### src/inc/pdb_pkg.sv
// package: register map, field layout, reset values and timing of the pwm block
package pdb_pkg;

	// ****************************************************************
	// register byte addresses on the apb bus
	// ****************************************************************
	localparam logic [7:0] SD_CTRL_ADDR   = 8'h00; // shutdown_control
	localparam logic [7:0] DB_CTRL_ADDR   = 8'h04; // dead_band_restart_control
	localparam logic [7:0] IRQ_STAT_ADDR  = 8'h08; // sticky event bits, w1c
	localparam logic [7:0] IRQ_MASK_ADDR  = 8'h0C; // event enables

	// ****************************************************************
	// field positions
	// ****************************************************************
	localparam int SD_FLAG_BIT    = 7; // shutdown_event_flag
	localparam int SD_SRC_LSB     = 4; // shutdown_source_select, 3 bits
	localparam int SD_A_STATE_LSB = 2; // out_a_shutdown_state, 2 bits
	localparam int SD_B_STATE_LSB = 0; // out_b_shutdown_state, 2 bits
	localparam int DB_RESTART_BIT = 7; // restart_enable
	localparam int DB_COUNT_W     = 7; // dead_band_count, bits 6..0
	localparam int IRQ_SHUT_BIT   = 0; // shutdown entered
	localparam int IRQ_RESUME_BIT = 1; // output resumed
	localparam int IRQ_W          = 2;

	// ****************************************************************
	// values after reset
	// ****************************************************************
	localparam logic [7:0] SD_CTRL_RST = 8'h00;
	localparam logic [7:0] DB_CTRL_RST = 8'h00;
	localparam logic [1:0] IRQ_RST     = 2'h0;

	// ****************************************************************
	// timing: one instruction_cycle is four oscillator periods
	// ****************************************************************
	localparam int CLK_PERIOD_PS   = 5000; // ref_clk at 200 MHz
	localparam int INSTR_TOSC      = 4;    // oscillator periods per cycle
	localparam int INSTR_PERIOD_PS = INSTR_TOSC * CLK_PERIOD_PS;
	localparam int INSTR_CLKS      = INSTR_PERIOD_PS / CLK_PERIOD_PS;
	localparam logic [1:0] INSTR_DIV_LAST = 2'(INSTR_CLKS - 1);

	// ****************************************************************
	// types
	// ****************************************************************
	typedef enum logic [1:0] {
		RUN_ON   = 2'b00, // outputs follow the pwm
		RUN_OFF  = 2'b01, // outputs forced, flag set
		RUN_WAIT = 2'b10  // flag clear, waiting for next period start
	} pdb_run_type;

	typedef struct packed {
		logic [1:0]  intSync;   // shutdown pin synchroniser
		logic [1:0]  cmpSync;   // comparator synchroniser
		logic [7:0]  sdCtrl;    // shutdown_control
		logic [7:0]  dbCtrl;    // dead_band_restart_control
		logic [1:0]  irqStat;   // sticky events
		logic [1:0]  irqMask;   // event enables
		logic [1:0]  divCnt;    // instruction cycle divider
		logic        instrTick; // one-cycle enable per instruction_cycle
		pdb_run_type run;       // output run state
		logic        outA;      // pwm_out_a level
		logic        oeA;       // pwm_out_a enable
		logic        outB;      // pwm_out_b level
		logic        oeB;       // pwm_out_b enable
		logic [31:0] rdata;     // apb read data
		logic        slvErr;    // apb error for unmapped address
	} pdb_top_type;

	typedef struct packed {
		logic                  act; // delayed active output
		logic [DB_COUNT_W-1:0] cnt; // elapsed instruction cycles
	} pdb_db_type;

endpackage : pdb_pkg

### src/core/pdb_top.sv
// module: pwm auto-restart, shutdown handling and dead-band output stage
//
// Notes on behaviour
// - auto-restart only when restart_enable bit 7 set
// - with restart, flag held while condition active
// - with restart, hardware clears flag, output resumes
// - without restart, shutdown held until software clears
// - dead band only on inactive-to-active edges
// - delay is bits 6..0 instruction cycles
// - delay from scheduled to actual active edge
// - event sets flag, forces outputs to shutdown states
// - shutdown condition is a level, not edge
// - restart only at next pwm period start
// - flag writes ignored while condition persists
//
// Implementation choices: register access over APB and the placing of the registers.
`timescale 1ns/1ps
module pdb_top #(
	parameter int CW = pdb_pkg::DB_COUNT_W
) (
	input  wire logic        ref_clk,
	input  wire logic        rstn,
	// apb slave
	input  wire logic        psel,
	input  wire logic        penable,
	input  wire logic        pwrite,
	input  wire logic [7:0]  paddr,
	input  wire logic [31:0] pwdata,
	output logic             pready,
	output logic [31:0]      prdata,
	output logic             pslverr,
	// shutdown sources, both asynchronous
	input  wire logic        shutdownPinN,  // low level requests shutdown
	input  wire logic        comparatorIn,  // high level requests shutdown
	// pwm timing from the unit, same clock
	input  wire logic        pwmSched,      // scheduled half-bridge level
	input  wire logic        periodStart,   // one-cycle pulse per period
	input  wire logic        halfBridgeEn,  // half-bridge mode select
	// half-bridge outputs, oe high while driven
	output logic             pwm_out_a,
	output logic             pwm_out_a_oe,
	output logic             pwm_out_b,
	output logic             pwm_out_b_oe,
	output logic             irq
);

	// ****************************************************************
	// state and helpers
	// ****************************************************************
	pdb_pkg::pdb_top_type st_r;   // registered state
	pdb_pkg::pdb_top_type st_nxt; // next state
	logic          [1:0] dbAct;   // dead-band outputs, a then b
	logic          [1:0] dbSched; // scheduled levels, a then b
	logic       [CW-1:0] dbCount; // effective delay
	logic                cond;    // live shutdown condition
	logic                wrAcc;   // write access phase
	logic                wrSd;    // write to shutdown_control
	logic          [2:0] src;     // shutdown_source_select

	// source select: bit 0 comparator, bit 1 comparator, bit 2 pin;
	// 000 disables every hardware source
	assign src  = st_r.sdCtrl[pdb_pkg::SD_SRC_LSB +: 3];
	assign cond = ((src[0] | src[1]) & st_r.cmpSync[1])
		| (src[2] & ~st_r.intSync[1]);
	assign wrAcc = psel & penable & pwrite;
	assign wrSd  = wrAcc && (paddr == pdb_pkg::SD_CTRL_ADDR);

	// outside half-bridge mode the outputs pass with no dead band
	assign dbCount = halfBridgeEn
		? st_r.dbCtrl[CW-1:0] : '0;
	assign dbSched = {~pwmSched, pwmSched};

	// ****************************************************************
	// dead-band delay, one per output
	// ****************************************************************
	for (genvar g = 0; g < 2; g++) begin : gDb
		pdb_dead_band #(
			.CW     (CW)
		) uDb (
			.ref_clk(ref_clk),
			.rstn   (rstn),
			.tick   (st_r.instrTick),
			.count  (dbCount),
			.sched  (dbSched[g]),
			.active (dbAct[g])
		);
	end

	// ****************************************************************
	// next state
	// ****************************************************************
	always_comb begin
		logic [1:0] ev;     // events raised this cycle
		logic [1:0] aSt;    // out_a_shutdown_state
		logic [1:0] bSt;    // out_b_shutdown_state
		logic       flag;   // flag after this cycle
		ev     = 2'b00;
		aSt    = 2'b00;
		bSt    = 2'b00;
		flag   = 1'b0;
		st_nxt = st_r;

		// two-flop synchronisers, only the second flop is read
		st_nxt.intSync = {st_r.intSync[0], shutdownPinN};
		st_nxt.cmpSync = {st_r.cmpSync[0], comparatorIn};

		// divider: one enable pulse per instruction_cycle
		st_nxt.instrTick = (st_r.divCnt == pdb_pkg::INSTR_DIV_LAST);
		st_nxt.divCnt = st_nxt.instrTick ? 2'h0 : st_r.divCnt + 2'h1;

		// register writes in the access phase
		if (wrAcc) begin
			if (paddr == pdb_pkg::SD_CTRL_ADDR) begin
				// flag bit handled below, others stored as written
				st_nxt.sdCtrl[6:0] = pwdata[6:0];
			end else if (paddr == pdb_pkg::DB_CTRL_ADDR) begin
				st_nxt.dbCtrl = pwdata[7:0];
			end else if (paddr == pdb_pkg::IRQ_STAT_ADDR) begin
				st_nxt.irqStat = st_r.irqStat
					& ~pwdata[pdb_pkg::IRQ_W-1:0];
			end else if (paddr == pdb_pkg::IRQ_MASK_ADDR) begin
				st_nxt.irqMask = pwdata[pdb_pkg::IRQ_W-1:0];
			end
		end

		// shutdown_event_flag: condition wins, then restart, then software
		flag = st_r.sdCtrl[pdb_pkg::SD_FLAG_BIT];
		if (cond) begin
			// set and held while the level lasts, writes ignored
			flag = 1'b1;
		end else if (st_r.dbCtrl[pdb_pkg::DB_RESTART_BIT]) begin
			// condition gone: hardware clears the flag
			flag = 1'b0;
			if (wrSd && pwdata[pdb_pkg::SD_FLAG_BIT]) begin
				flag = 1'b1; // software-raised event
			end
		end else if (wrSd) begin
			// without restart only software moves the flag
			flag = pwdata[pdb_pkg::SD_FLAG_BIT];
		end
		st_nxt.sdCtrl[pdb_pkg::SD_FLAG_BIT] = flag;

		// output run state
		case (st_r.run)
			pdb_pkg::RUN_ON: begin
				if (flag) begin
					st_nxt.run = pdb_pkg::RUN_OFF;
					ev[pdb_pkg::IRQ_SHUT_BIT] = 1'b1;
				end
			end
			pdb_pkg::RUN_OFF: begin
				if (!flag) begin
					st_nxt.run = pdb_pkg::RUN_WAIT;
				end
			end
			pdb_pkg::RUN_WAIT: begin
				if (flag) begin
					st_nxt.run = pdb_pkg::RUN_OFF;
				end else if (periodStart) begin
					// resume only on a period boundary
					st_nxt.run = pdb_pkg::RUN_ON;
					ev[pdb_pkg::IRQ_RESUME_BIT] = 1'b1;
				end
			end
			default: begin
				st_nxt.run = pdb_pkg::RUN_OFF;
			end
		endcase

		// sticky events: a set in the clearing cycle wins
		st_nxt.irqStat = st_nxt.irqStat | ev;

		// pins: forced from the cycle the flag rises until run is RUN_ON again, else dead-band output
		aSt = st_r.sdCtrl[pdb_pkg::SD_A_STATE_LSB +: 2];
		bSt = st_r.sdCtrl[pdb_pkg::SD_B_STATE_LSB +: 2];
		if (flag || st_nxt.run != pdb_pkg::RUN_ON) begin
			// 00 drive low, 01 drive high, 1x released
			st_nxt.outA = aSt[0] & ~aSt[1];
			st_nxt.oeA  = ~aSt[1];
			st_nxt.outB = bSt[0] & ~bSt[1];
			st_nxt.oeB  = ~bSt[1];
		end else begin
			st_nxt.outA = dbAct[0];
			st_nxt.oeA  = 1'b1;
			st_nxt.outB = dbAct[1];
			st_nxt.oeB  = 1'b1;
		end

		// read data captured in the setup phase, answered next cycle
		if (psel && !penable) begin
			st_nxt.rdata  = 32'h0000_0000;
			st_nxt.slvErr = 1'b0;
			if (paddr == pdb_pkg::SD_CTRL_ADDR) begin
				st_nxt.rdata[7:0] = st_r.sdCtrl;
			end else if (paddr == pdb_pkg::DB_CTRL_ADDR) begin
				st_nxt.rdata[7:0] = st_r.dbCtrl;
			end else if (paddr == pdb_pkg::IRQ_STAT_ADDR) begin
				st_nxt.rdata[pdb_pkg::IRQ_W-1:0] = st_r.irqStat;
			end else if (paddr == pdb_pkg::IRQ_MASK_ADDR) begin
				st_nxt.rdata[pdb_pkg::IRQ_W-1:0] = st_r.irqMask;
			end else begin
				st_nxt.slvErr = 1'b1;
			end
		end
	end

	// ****************************************************************
	// state register
	// ****************************************************************
	always_ff @(posedge ref_clk or negedge rstn) begin
		if (!rstn) begin
			st_r         <= '0;
			st_r.intSync <= 2'b11;
			st_r.sdCtrl  <= pdb_pkg::SD_CTRL_RST;
			st_r.dbCtrl  <= pdb_pkg::DB_CTRL_RST;
			st_r.irqStat <= pdb_pkg::IRQ_RST;
			st_r.irqMask <= pdb_pkg::IRQ_RST;
			st_r.run     <= pdb_pkg::RUN_ON;
		end else begin
			st_r <= st_nxt;
		end
	end

	// ****************************************************************
	// outputs
	// ****************************************************************
	assign pready       = 1'b1; // no wait states
	assign prdata       = st_r.rdata;
	assign pslverr      = st_r.slvErr & psel & penable;
	assign pwm_out_a    = st_r.outA;
	assign pwm_out_a_oe = st_r.oeA;
	assign pwm_out_b    = st_r.outB;
	assign pwm_out_b_oe = st_r.oeB;
	assign irq          = |(st_r.irqStat & st_r.irqMask);
endmodule : pdb_top

### src/core/pdb_dead_band.sv
// module: dead-band delay of one output's inactive-to-active edge
`timescale 1ns/1ps
module pdb_dead_band #(
	parameter int CW = 7
) (
	input  wire logic          ref_clk,
	input  wire logic          rstn,
	input  wire logic          tick,     // instruction_cycle enable
	input  wire logic [CW-1:0] count,    // delay in instruction cycles
	input  wire logic          sched,    // scheduled active level
	output logic               active    // delayed active level
);

	// ****************************************************************
	// state
	// ****************************************************************
	pdb_pkg::pdb_db_type st_r; // registered state
	pdb_pkg::pdb_db_type st_nxt; // next state

	// deactivation is immediate, activation waits count ticks
	always_comb begin
		st_nxt = st_r;
		if (!sched) begin
			// going inactive is never delayed
			st_nxt.act = 1'b0;
			st_nxt.cnt = '0;
		end else if (!st_r.act) begin
			// delay measured from scheduled edge to real edge
			if (st_r.cnt >= count) begin
				st_nxt.act = 1'b1;
			end else if (tick) begin
				st_nxt.cnt = st_r.cnt + CW'(1);
			end
		end
	end

	// register the state
	always_ff @(posedge ref_clk or negedge rstn) begin
		if (!rstn) begin
			st_r <= '0;
		end else begin
			st_r <= st_nxt;
		end
	end

	assign active = st_r.act;
endmodule : pdb_dead_band

### config.mk
export PLATFORM = sky130hd
export DESIGN_NAME = pdb_top
export DESIGN_NICKNAME = d
export VERILOG_FILES = /design/src/inc/pdb_pkg.sv /design/src/core/pdb_top.sv /design/src/core/pdb_dead_band.sv
export SDC_FILE = /design/constraint.sdc
export NUM_CORES = 1
export LEC_CHECK = 0
export BUFFER_PORTS_ARGS = -buffer_cell sky130_fd_sc_hd__clkbuf_2
export CORE_ASPECT_RATIO = 1.4
export CORE_MARGIN = 4
export CORE_UTILIZATION = 50
export CTS_BUF_LIST = sky130_fd_sc_hd__clkbuf_16
export DETAILED_ROUTE_END_ITERATION = 8
export GPL_TIMING_DRIVEN = 0
export PLACE_DENSITY_LB_ADDON = 0.12
export SETUP_SLACK_MARGIN = 0.3
export SYNTH_ARGS = -nofsm -noshare
export SYNTH_HDL_FRONTEND = slang
export SYNTH_HIERARCHICAL = 1
export SYNTH_SLANG_ARGS = --single-unit
### constraint.sdc
create_clock -name ref_clk -period 2.7 [get_ports ref_clk]
set_input_delay 0.54 -clock ref_clk [delete_from_list [all_inputs] [get_ports ref_clk]]
set_output_delay 0.54 -clock ref_clk [all_outputs]
set_load 0.02 [all_outputs]
==> flow_summary.toml, run 1 <==
[logic_synthesis]
ys_seq_elements = 58
synthMuxAreaShare_pct = 9.71
synth_cells = 326
synth.distinct_cells = 43
synth_compound_area_share_pct = 13.6
ys.flop_type = "dfrtp_1"
avgSynthCellArea_um2 = 10.3
synthSimpleGateAreaFrac_pct = 15.5
synth_fa_ha_area_share_pct = 6.32
synth_top_family_by_area = "simple AND/OR/NAND/NOR gates"
yosys_warnings = 6
yosysSeqAreaShare_pct = 43.2
synthArstFlopShare_pct = 100
synth-edff-count = 0
syn_area_mm2 = 0.00336
synth_xor_xnor_area_share_pct = 0

[critical_path]
rrSetupSlack_ns = 0.59
path_max_fanout = 4
crit_end = "pwm_out_a$_DFF_PN0_"
critPathMaxStageDelay_ns = 0.55
crit_required_ns = 2.90
critPathBufInv = 2
worst_ep_arrival_time_ns = 2.35
worst-path-stages = 6
start_kind = "primary input"
startpoint = "paddr[1]"
cp_top_family = "simple AND/OR/NAND/NOR gates"
reg2reg_from = "st_r[52]$_DFFE_PN0P_"
worstSetupPathType = "in2reg"
setup.worst_path.end_class = "flop"
crit_slowest_cell = "or4_4"
reg2reg_to = "gDb[1].uDb/st_r[5]$_DFFE_PN0P_"
rr_worst_depth = 8
crit_path_cell_trace = "clkbuf_2 > or4_4 > nor4_4 > buf_4 > mux2i_2 > mux2_2"

[route]
drc_errors = 0
final_antenna_net_count = 0
drt_iter0_markers = 125
routed_wl_mm = 6.77
routed-via-count = 2527
dr.pass1.iters = 4
wire_per_inst_um = 14.1
viasPerCell = 5.28

[clock_tree]
clock_path_buffers = 2
cts_made_buffers = 9
clk_latency_ns = 0.32
clockRootBuffer = "clkbuf_16"
cts_sinks = 58
cts_tree = "yes"
clkSlewWorstSetupHoldPaths_ns = 0.05
cts.htree.levels = 3

[status]
status = "finished clean"

[timing]
hold_ws_ns = 0.300
finalSetupTns_ns = 0
rsz0062_at_grt = "false"
clock_skew_ns = 0.00460
final_hold_viol_count = 0
worstMarginPinSlew_ns = 0.768
period_share_pct = 79.7
min_period_ns = 2.15
slew_headroom_pct = 48.8
maxSlewViolCount = 0
fmax_mhz = 465
setup_viol = 0

[placement]
io_buffers = 38
placedCellCount = 461
placed_area_mm2 = 0.00374
dp_hpwl_mm = 5.16
gp_congestion = 0.765

[final_layout]
final_net_count = 467
fin_area_mm2 = 0.00404
instances_no_fill = 479
nFillCells = 560
antennaDiodeCount = 0
drive_above_1_share_pct = 31.1
area_delta_synth_final_pct = 20.1

[global_route]
grt_pass1_wl_mm = 11.4
grt_pass1_vias = 2416
antenna_found_initial = 0
grt_max_degree = 59
track_usage_pct = 18.0
grt-ovfl-total = 0

[run]
drv_cap = 0

[power_and_ir_drop]
vdd_drop_max_mv = 0.427
p_leak_nw = 2.06
total_power_w = 0.00265
power_density_mw_per_mm2 = 656

[floorplanning]
rows = 35
io-pin-count = 89
fp.coreArea_mm2 = 0.00657
start_util_pct = 51.2
die_h_um = 105
dieArea_mm2 = 0.00812
die_w_um = 77.3

[hold_path]
hold_class = "in2reg"
per-stage QoR:
step           worst slack [ns]  util [%]
2_1_floorplan             0.299         -
3_3_place_gp             -0.111      56.9
3_5_place_dp             -0.114      56.9
4_1_cts                   0.545      61.5
5_1_grt                   0.432      61.5
6_report                  0.547      61.5
timing repair:
action                                  CTS  global route
hold buffers                              0             0
setup buffers                             2             0
resized for setup                         0             0
endpoints found under the setup margin    2             0
layout by cell type, fill, tap and decap left out, types with 3 or more instances in the layout:
cell type / Yosys / layout
nand3b_1: 4 / 4
conb_1: 2 / 25
o31ai_1: 3 / 3
clkbuf_16: 0 / 9
mux2_2: 17 / 17
nor2_1: 10 / 10
dfrtp_1: 56 / 56
buf_4: 35 / 37
or3_1: 3 / 3
inv_1: 25 / 25
nand2b_1: 3 / 3
o21ai_0: 26 / 26
ha_1: 17 / 17
a22o_1: 8 / 8
and3_1: 9 / 9
and2_1: 9 / 9
nand4b_1: 4 / 4
or2_2: 3 / 3
o41ai_2: 4 / 4
nand2_1: 22 / 22
mux2i_1: 9 / 8
buf_2: 3 / 3
clkbuf_2: 0 / 37
nor2b_1: 7 / 7
a21oi_1: 9 / 9
nand3_1: 6 / 6
clkinv_2: 0 / 3
power by group:
group | switching, W | internal [W] | leakage (nW)
Sequential | 0.000120 | 0.000949 | 0.743
Combinational | 0.000268 | 0.000236 | 1.18
Clock | 0.000378 | 0.000701 | 0.140
Total | 0.000765 | 0.00189 | 2.06
layer usage:
metal	vias to the layer above	part of all wire (%)	GRT usage, %
met5	-	0	0
met4	0	3.0	10.4
met3	12	5.0	3.53
met2	69	52	30.8
met1	1201	40	20.5
li1	1245	-	-
cell usage after synthesis, drive strengths merged (4+ instances only):
cell | n | share of area (%)
a21oi | 9 | 1.3
a22o | 8 | 2.1
and2 | 9 | 1.7
and3 | 9 | 1.7
buf | 39 | 8.4
dfrtp | 56 | 42
ha | 17 | 6.3
inv | 25 | 2.8
mux2 | 17 | 5.7
mux2i | 9 | 2.7
nand2 | 22 | 2.5
nand3 | 6 | 0.89
nand3b | 4 | 0.89
nand4b | 4 | 1.0
nor2 | 10 | 1.1
nor2b | 8 | 1.7
o21ai | 26 | 3.9
o41ai | 4 | 1.9
or3 | 5 | 1.2
state kept, by name, summed over array words and instances, names as in the netlist:
signal and cells:
src 3, pwm_out_a_oe 1, gDb.uDb/st_r 14, pwm_out_a 1, prdata 8, st_nxt 2, gDb.uDb/active 2, pwm_out_b_oe 1
pwm_out_b 1, st_r 25
cells by family (layout without fill, tap and decap cells):
family,count (synthesis),in the layout
adder cells (fa/ha/maj),17,17
flip-flops,58,58
AND/OR/NAND/NOR,89,89
AO/OA/AOI/OAI,66,66
multiplexers,28,28
buffers and inverters,66,122
other,2,25
cell type report:
class                      instances  area (um2)  share of cell area, %
multi-input combinational        225        1620                   40.0
sequential                        58        1450                   36.0
buffer                            41         289                   7.15
clock buffer                       9         225                   5.57
timing repair buffer              40         208                   5.14
inverter                          25        93.8                   2.32
tap                               74        92.6                   2.29
clock inverter                     7        60.1                   1.49
worst min path at each step:
stage	slack, ns	start	endpoint	depth (start not counted)
finish	0.30	shutdownPinN	st_nxt[65]$_DFF_PN1_	1
global route	0.30	shutdownPinN	st_nxt[65]$_DFF_PN1_	1
CTS	0.29	shutdownPinN	st_nxt[65]$_DFF_PN1_	1
detailed placement	0.34	st_nxt[63]$_DFF_PN0_	st_r[63]$_DFF_PN0_	0
global placement	0.33	st_nxt[63]$_DFF_PN0_	st_r[63]$_DFF_PN0_	0
floorplan	0.24	rstn	gDb[0].uDb/active$_DFF_PN0_	0
No activity file was read; power rests on OpenSTA's default activity.
==> run 2, diff against run 1 <==
--- a/config.mk
+++ b/config.mk
@@ -8,7 +8,7 @@
 export BUFFER_PORTS_ARGS = -buffer_cell sky130_fd_sc_hd__clkbuf_2
 export CORE_ASPECT_RATIO = 1.4
 export CORE_MARGIN = 4
-export CORE_UTILIZATION = 50
+export CORE_UTILIZATION = 48
 export CTS_BUF_LIST = sky130_fd_sc_hd__clkbuf_16
 export DETAILED_ROUTE_END_ITERATION = 8
 export GPL_TIMING_DRIVEN = 0
==> constraint.sdc (replaced) <==
create_clock -name ref_clk -period 1.86 [get_ports ref_clk]
set_input_delay 0.372 -clock ref_clk [delete_from_list [all_inputs] [get_ports ref_clk]]
set_output_delay 0.372 -clock ref_clk [all_outputs]
set_load 0.02 [all_outputs]
==> run 2 against run 1 <==
  * The run now ends with negative setup slack left
  * Sequential share of layout area fell by 3.8 points
  * Sequential cell count is the same
  * Sequential power up 46%
  * Critical path depth increased by 2
  * Critical endpoint is now gDb[1].uDb/st_r[5]$_DFFE_PN0P_
  * Largest power group is now sequential cells
==> flow_summary.toml, run 2 (synthesis gave the netlist of run 1 again) <==
[final_layout]
final_net_count = 485
largest-register = "st_r"
final_cell_mix = "dfrtp_1 (56), buf_4 (39), clkbuf_2 (38), inv_1 (26), conb_1 (25)"
area_delta_synth_final_pct = 34.3
antennaDiodeCount = 0
fin_area_mm2 = 0.00452
drive_above_1_share_pct = 41.8
instances_no_fill = 515
final_common_cell = "dfrtp_1"
nFillCells = 539
largest_register_ffs = 25

[route]
routed-via-count = 2632
drt_iter0_markers = 180
drc_errors = 0
final_antenna_net_count = 0
dr.pass1.iters = 4
wire_per_inst_um = 14.9
routed_wl_mm = 7.67
viasPerCell = 5.11

[timing]
setup_ws_ns = -0.185
worstMarginPinSlew_ns = 0.795
slew_headroom_pct = 47.0
fmax_mhz = 489
final_hold_viol_count = 0
min_period_ns = 2.05
clock_skew_ns = 0.00438
period_share_pct = 110
setup_viol = 15
maxSlewViolCount = 0
rsz0062_at_grt = "true"

[clock_tree]
clock_path_buffers = 2
cts_tree = "yes"
clk_latency_ns = 0.32
cts_sinks = 58
cts.htree.levels = 3
clkSlewWorstSetupHoldPaths_ns = 0.05
cts_made_buffers = 9
clockRootBuffer = "clkbuf_16"

[placement]
io_buffers = 38
dp_hpwl_mm = 5.21
pre_cts_slack_ns = -0.804
gp_congestion = 0.778
placedCellCount = 479
placed_area_mm2 = 0.00383

[global_route]
grt-ovfl-total = 0
grt_pass1_vias = 2603
grt_max_degree = 59
track_usage_pct = 19.0
grt_pass1_wl_mm = 12.5
antenna_found_initial = 0

[status]
violations = "negative setup slack"
status = "finished, violations left"

[critical_path]
critPathBufInv = 1
reg2reg_to = "gDb[1].uDb/st_r[5]$_DFFE_PN0P_"
rr_worst_depth = 8
critPathMaxStageDelay_ns = 0.38
rrSetupSlack_ns = -0.19
start_kind = "flop"
reg2reg_from = "st_r[52]$_DFFE_PN0P_"
crit_slowest_cell = "or3_4"
worst_ep_arrival_time_ns = 2.27
crit_path_cell_trace = "and2_4 > inv_4 > ha_4 > a211oi_2 > o22ai_2 > a21o_1 > or3_4 > o41ai_2"
worstSetupPathType = "reg2reg"
cp_top_family = "compound AO/OA/AOI/OAI gates"
path_max_fanout = 5
crit_required_ns = 2.08
startpoint = "st_r[52]$_DFFE_PN0P_"
setup.worst_path.end_class = "flop"

[floorplanning]
rows = 35
die_w_um = 78.8
io-pin-count = 89
die_h_um = 107
start_util_pct = 50.2
fp.coreArea_mm2 = 0.00670
dieArea_mm2 = 0.00843

[power_and_ir_drop]
total_power_w = 0.00399
vdd_drop_max_mv = 0.647
p_leak_nw = 2.28
power_density_mw_per_mm2 = 882

[hold_path]
hold_class = "in2async"

[run]
drv_cap = 0
## run 2: cell types whose count changed in the layout (fill, tap and decap cells not counted), moves of 7 or more
cell,before,now
mux2_2,17,0
mux2_4,0,17
buf_6,0,16
o21ai_0,26,11
o21ai_1,0,8
o21ai_2,0,7
## run 2: what timing repair did
| item | in CTS | in global routing |
|---|---|---|
| setup buffers | 14 | 6 |
| pin swaps | 13 | 15 |
| resized for setup | 49 | 21 |
| setup endpoints to repair | 48 | 49 |
| hold buffers | 0 | 0 |
## run 2: worst max-delay path by stage
| stage | depth (start not counted) | end | slack (ns) |
|---|---|---|---|
| 2_1_floorplan | 4 | pwm_out_a$_DFF_PN0_ | -0.37 |
| 3_3_place_gp | 5 | pwm_out_b$_DFF_PN0_ | -0.81 |
| 3_5_place_dp | 5 | pwm_out_b$_DFF_PN0_ | -0.80 |
| 4_1_cts | 8 | gDb[0].uDb/st_r[5]$_DFFE_PN0P_ | -0.13 |
| 5_1_grt | 8 | gDb[1].uDb/st_r[5]$_DFFE_PN0P_ | -0.29 |
| 6_report | 8 | gDb[1].uDb/st_r[5]$_DFFE_PN0P_ | -0.19 |
## run 2: layout make-up
cell class / instances / area (um2) / area share [%]
Buffer: 41 / 304 / 6.73
Clock buffer: 9 / 225 / 4.98
Clock inverter: 7 / 55.1 / 1.22
Inverter: 25 / 96.3 / 2.13
Multi-Input combinational cell: 225 / 1870 / 41.4
Sequential cell: 58 / 1450 / 32.2
Tap cell: 92 / 115 / 2.55
Timing Repair Buffer: 58 / 399 / 8.83
## run 2: per-layer routing
| layer | share of wire [%] | vias to the layer above | wire length (um) | global-route usage, % |
|---|---|---|---|---|
| li1 | - | 1280 | - | - |
| met1 | 40 | 1277 | 3070 | 22.6 |
| met2 | 54 | 64 | 4110 | 32.6 |
| met3 | 4.2 | 11 | 321 | 5.13 |
| met4 | 2.2 | 0 | 168 | 6.63 |
| met5 | 0 | - | 0 | 0 |
## run 2: worst reg2reg max path, stage by stage, from the launching register on
cell      delay (ns)
dfrtp_1         0.37
and2_4          0.18
inv_4           0.06
ha_4            0.19
a211oi_2        0.27
o22ai_2         0.12
a21o_1          0.19
or3_4           0.38
o41ai_2         0.20
## run 2: metrics by stage
stage               hold slack (ns)  util, %  TNS [ns]
floorplan                    0.0764        -     -3.40
global placement              0.332     57.1    -13.88
detailed placement            0.337     57.1    -14.80
CTS                           0.120     65.7     -1.46
global route                  0.120     67.4     -2.65
finish                        0.130     67.4     -1.29
## run 2: power by group
| part | internal [W] | switching (W) | leakage, nW |
|---|---|---|---|
| logic | 0.000410 | 0.000448 | 1.38 |
| registers | 0.00138 | 0.000188 | 0.743 |
| clock network | 0.00101 | 0.000553 | 0.154 |
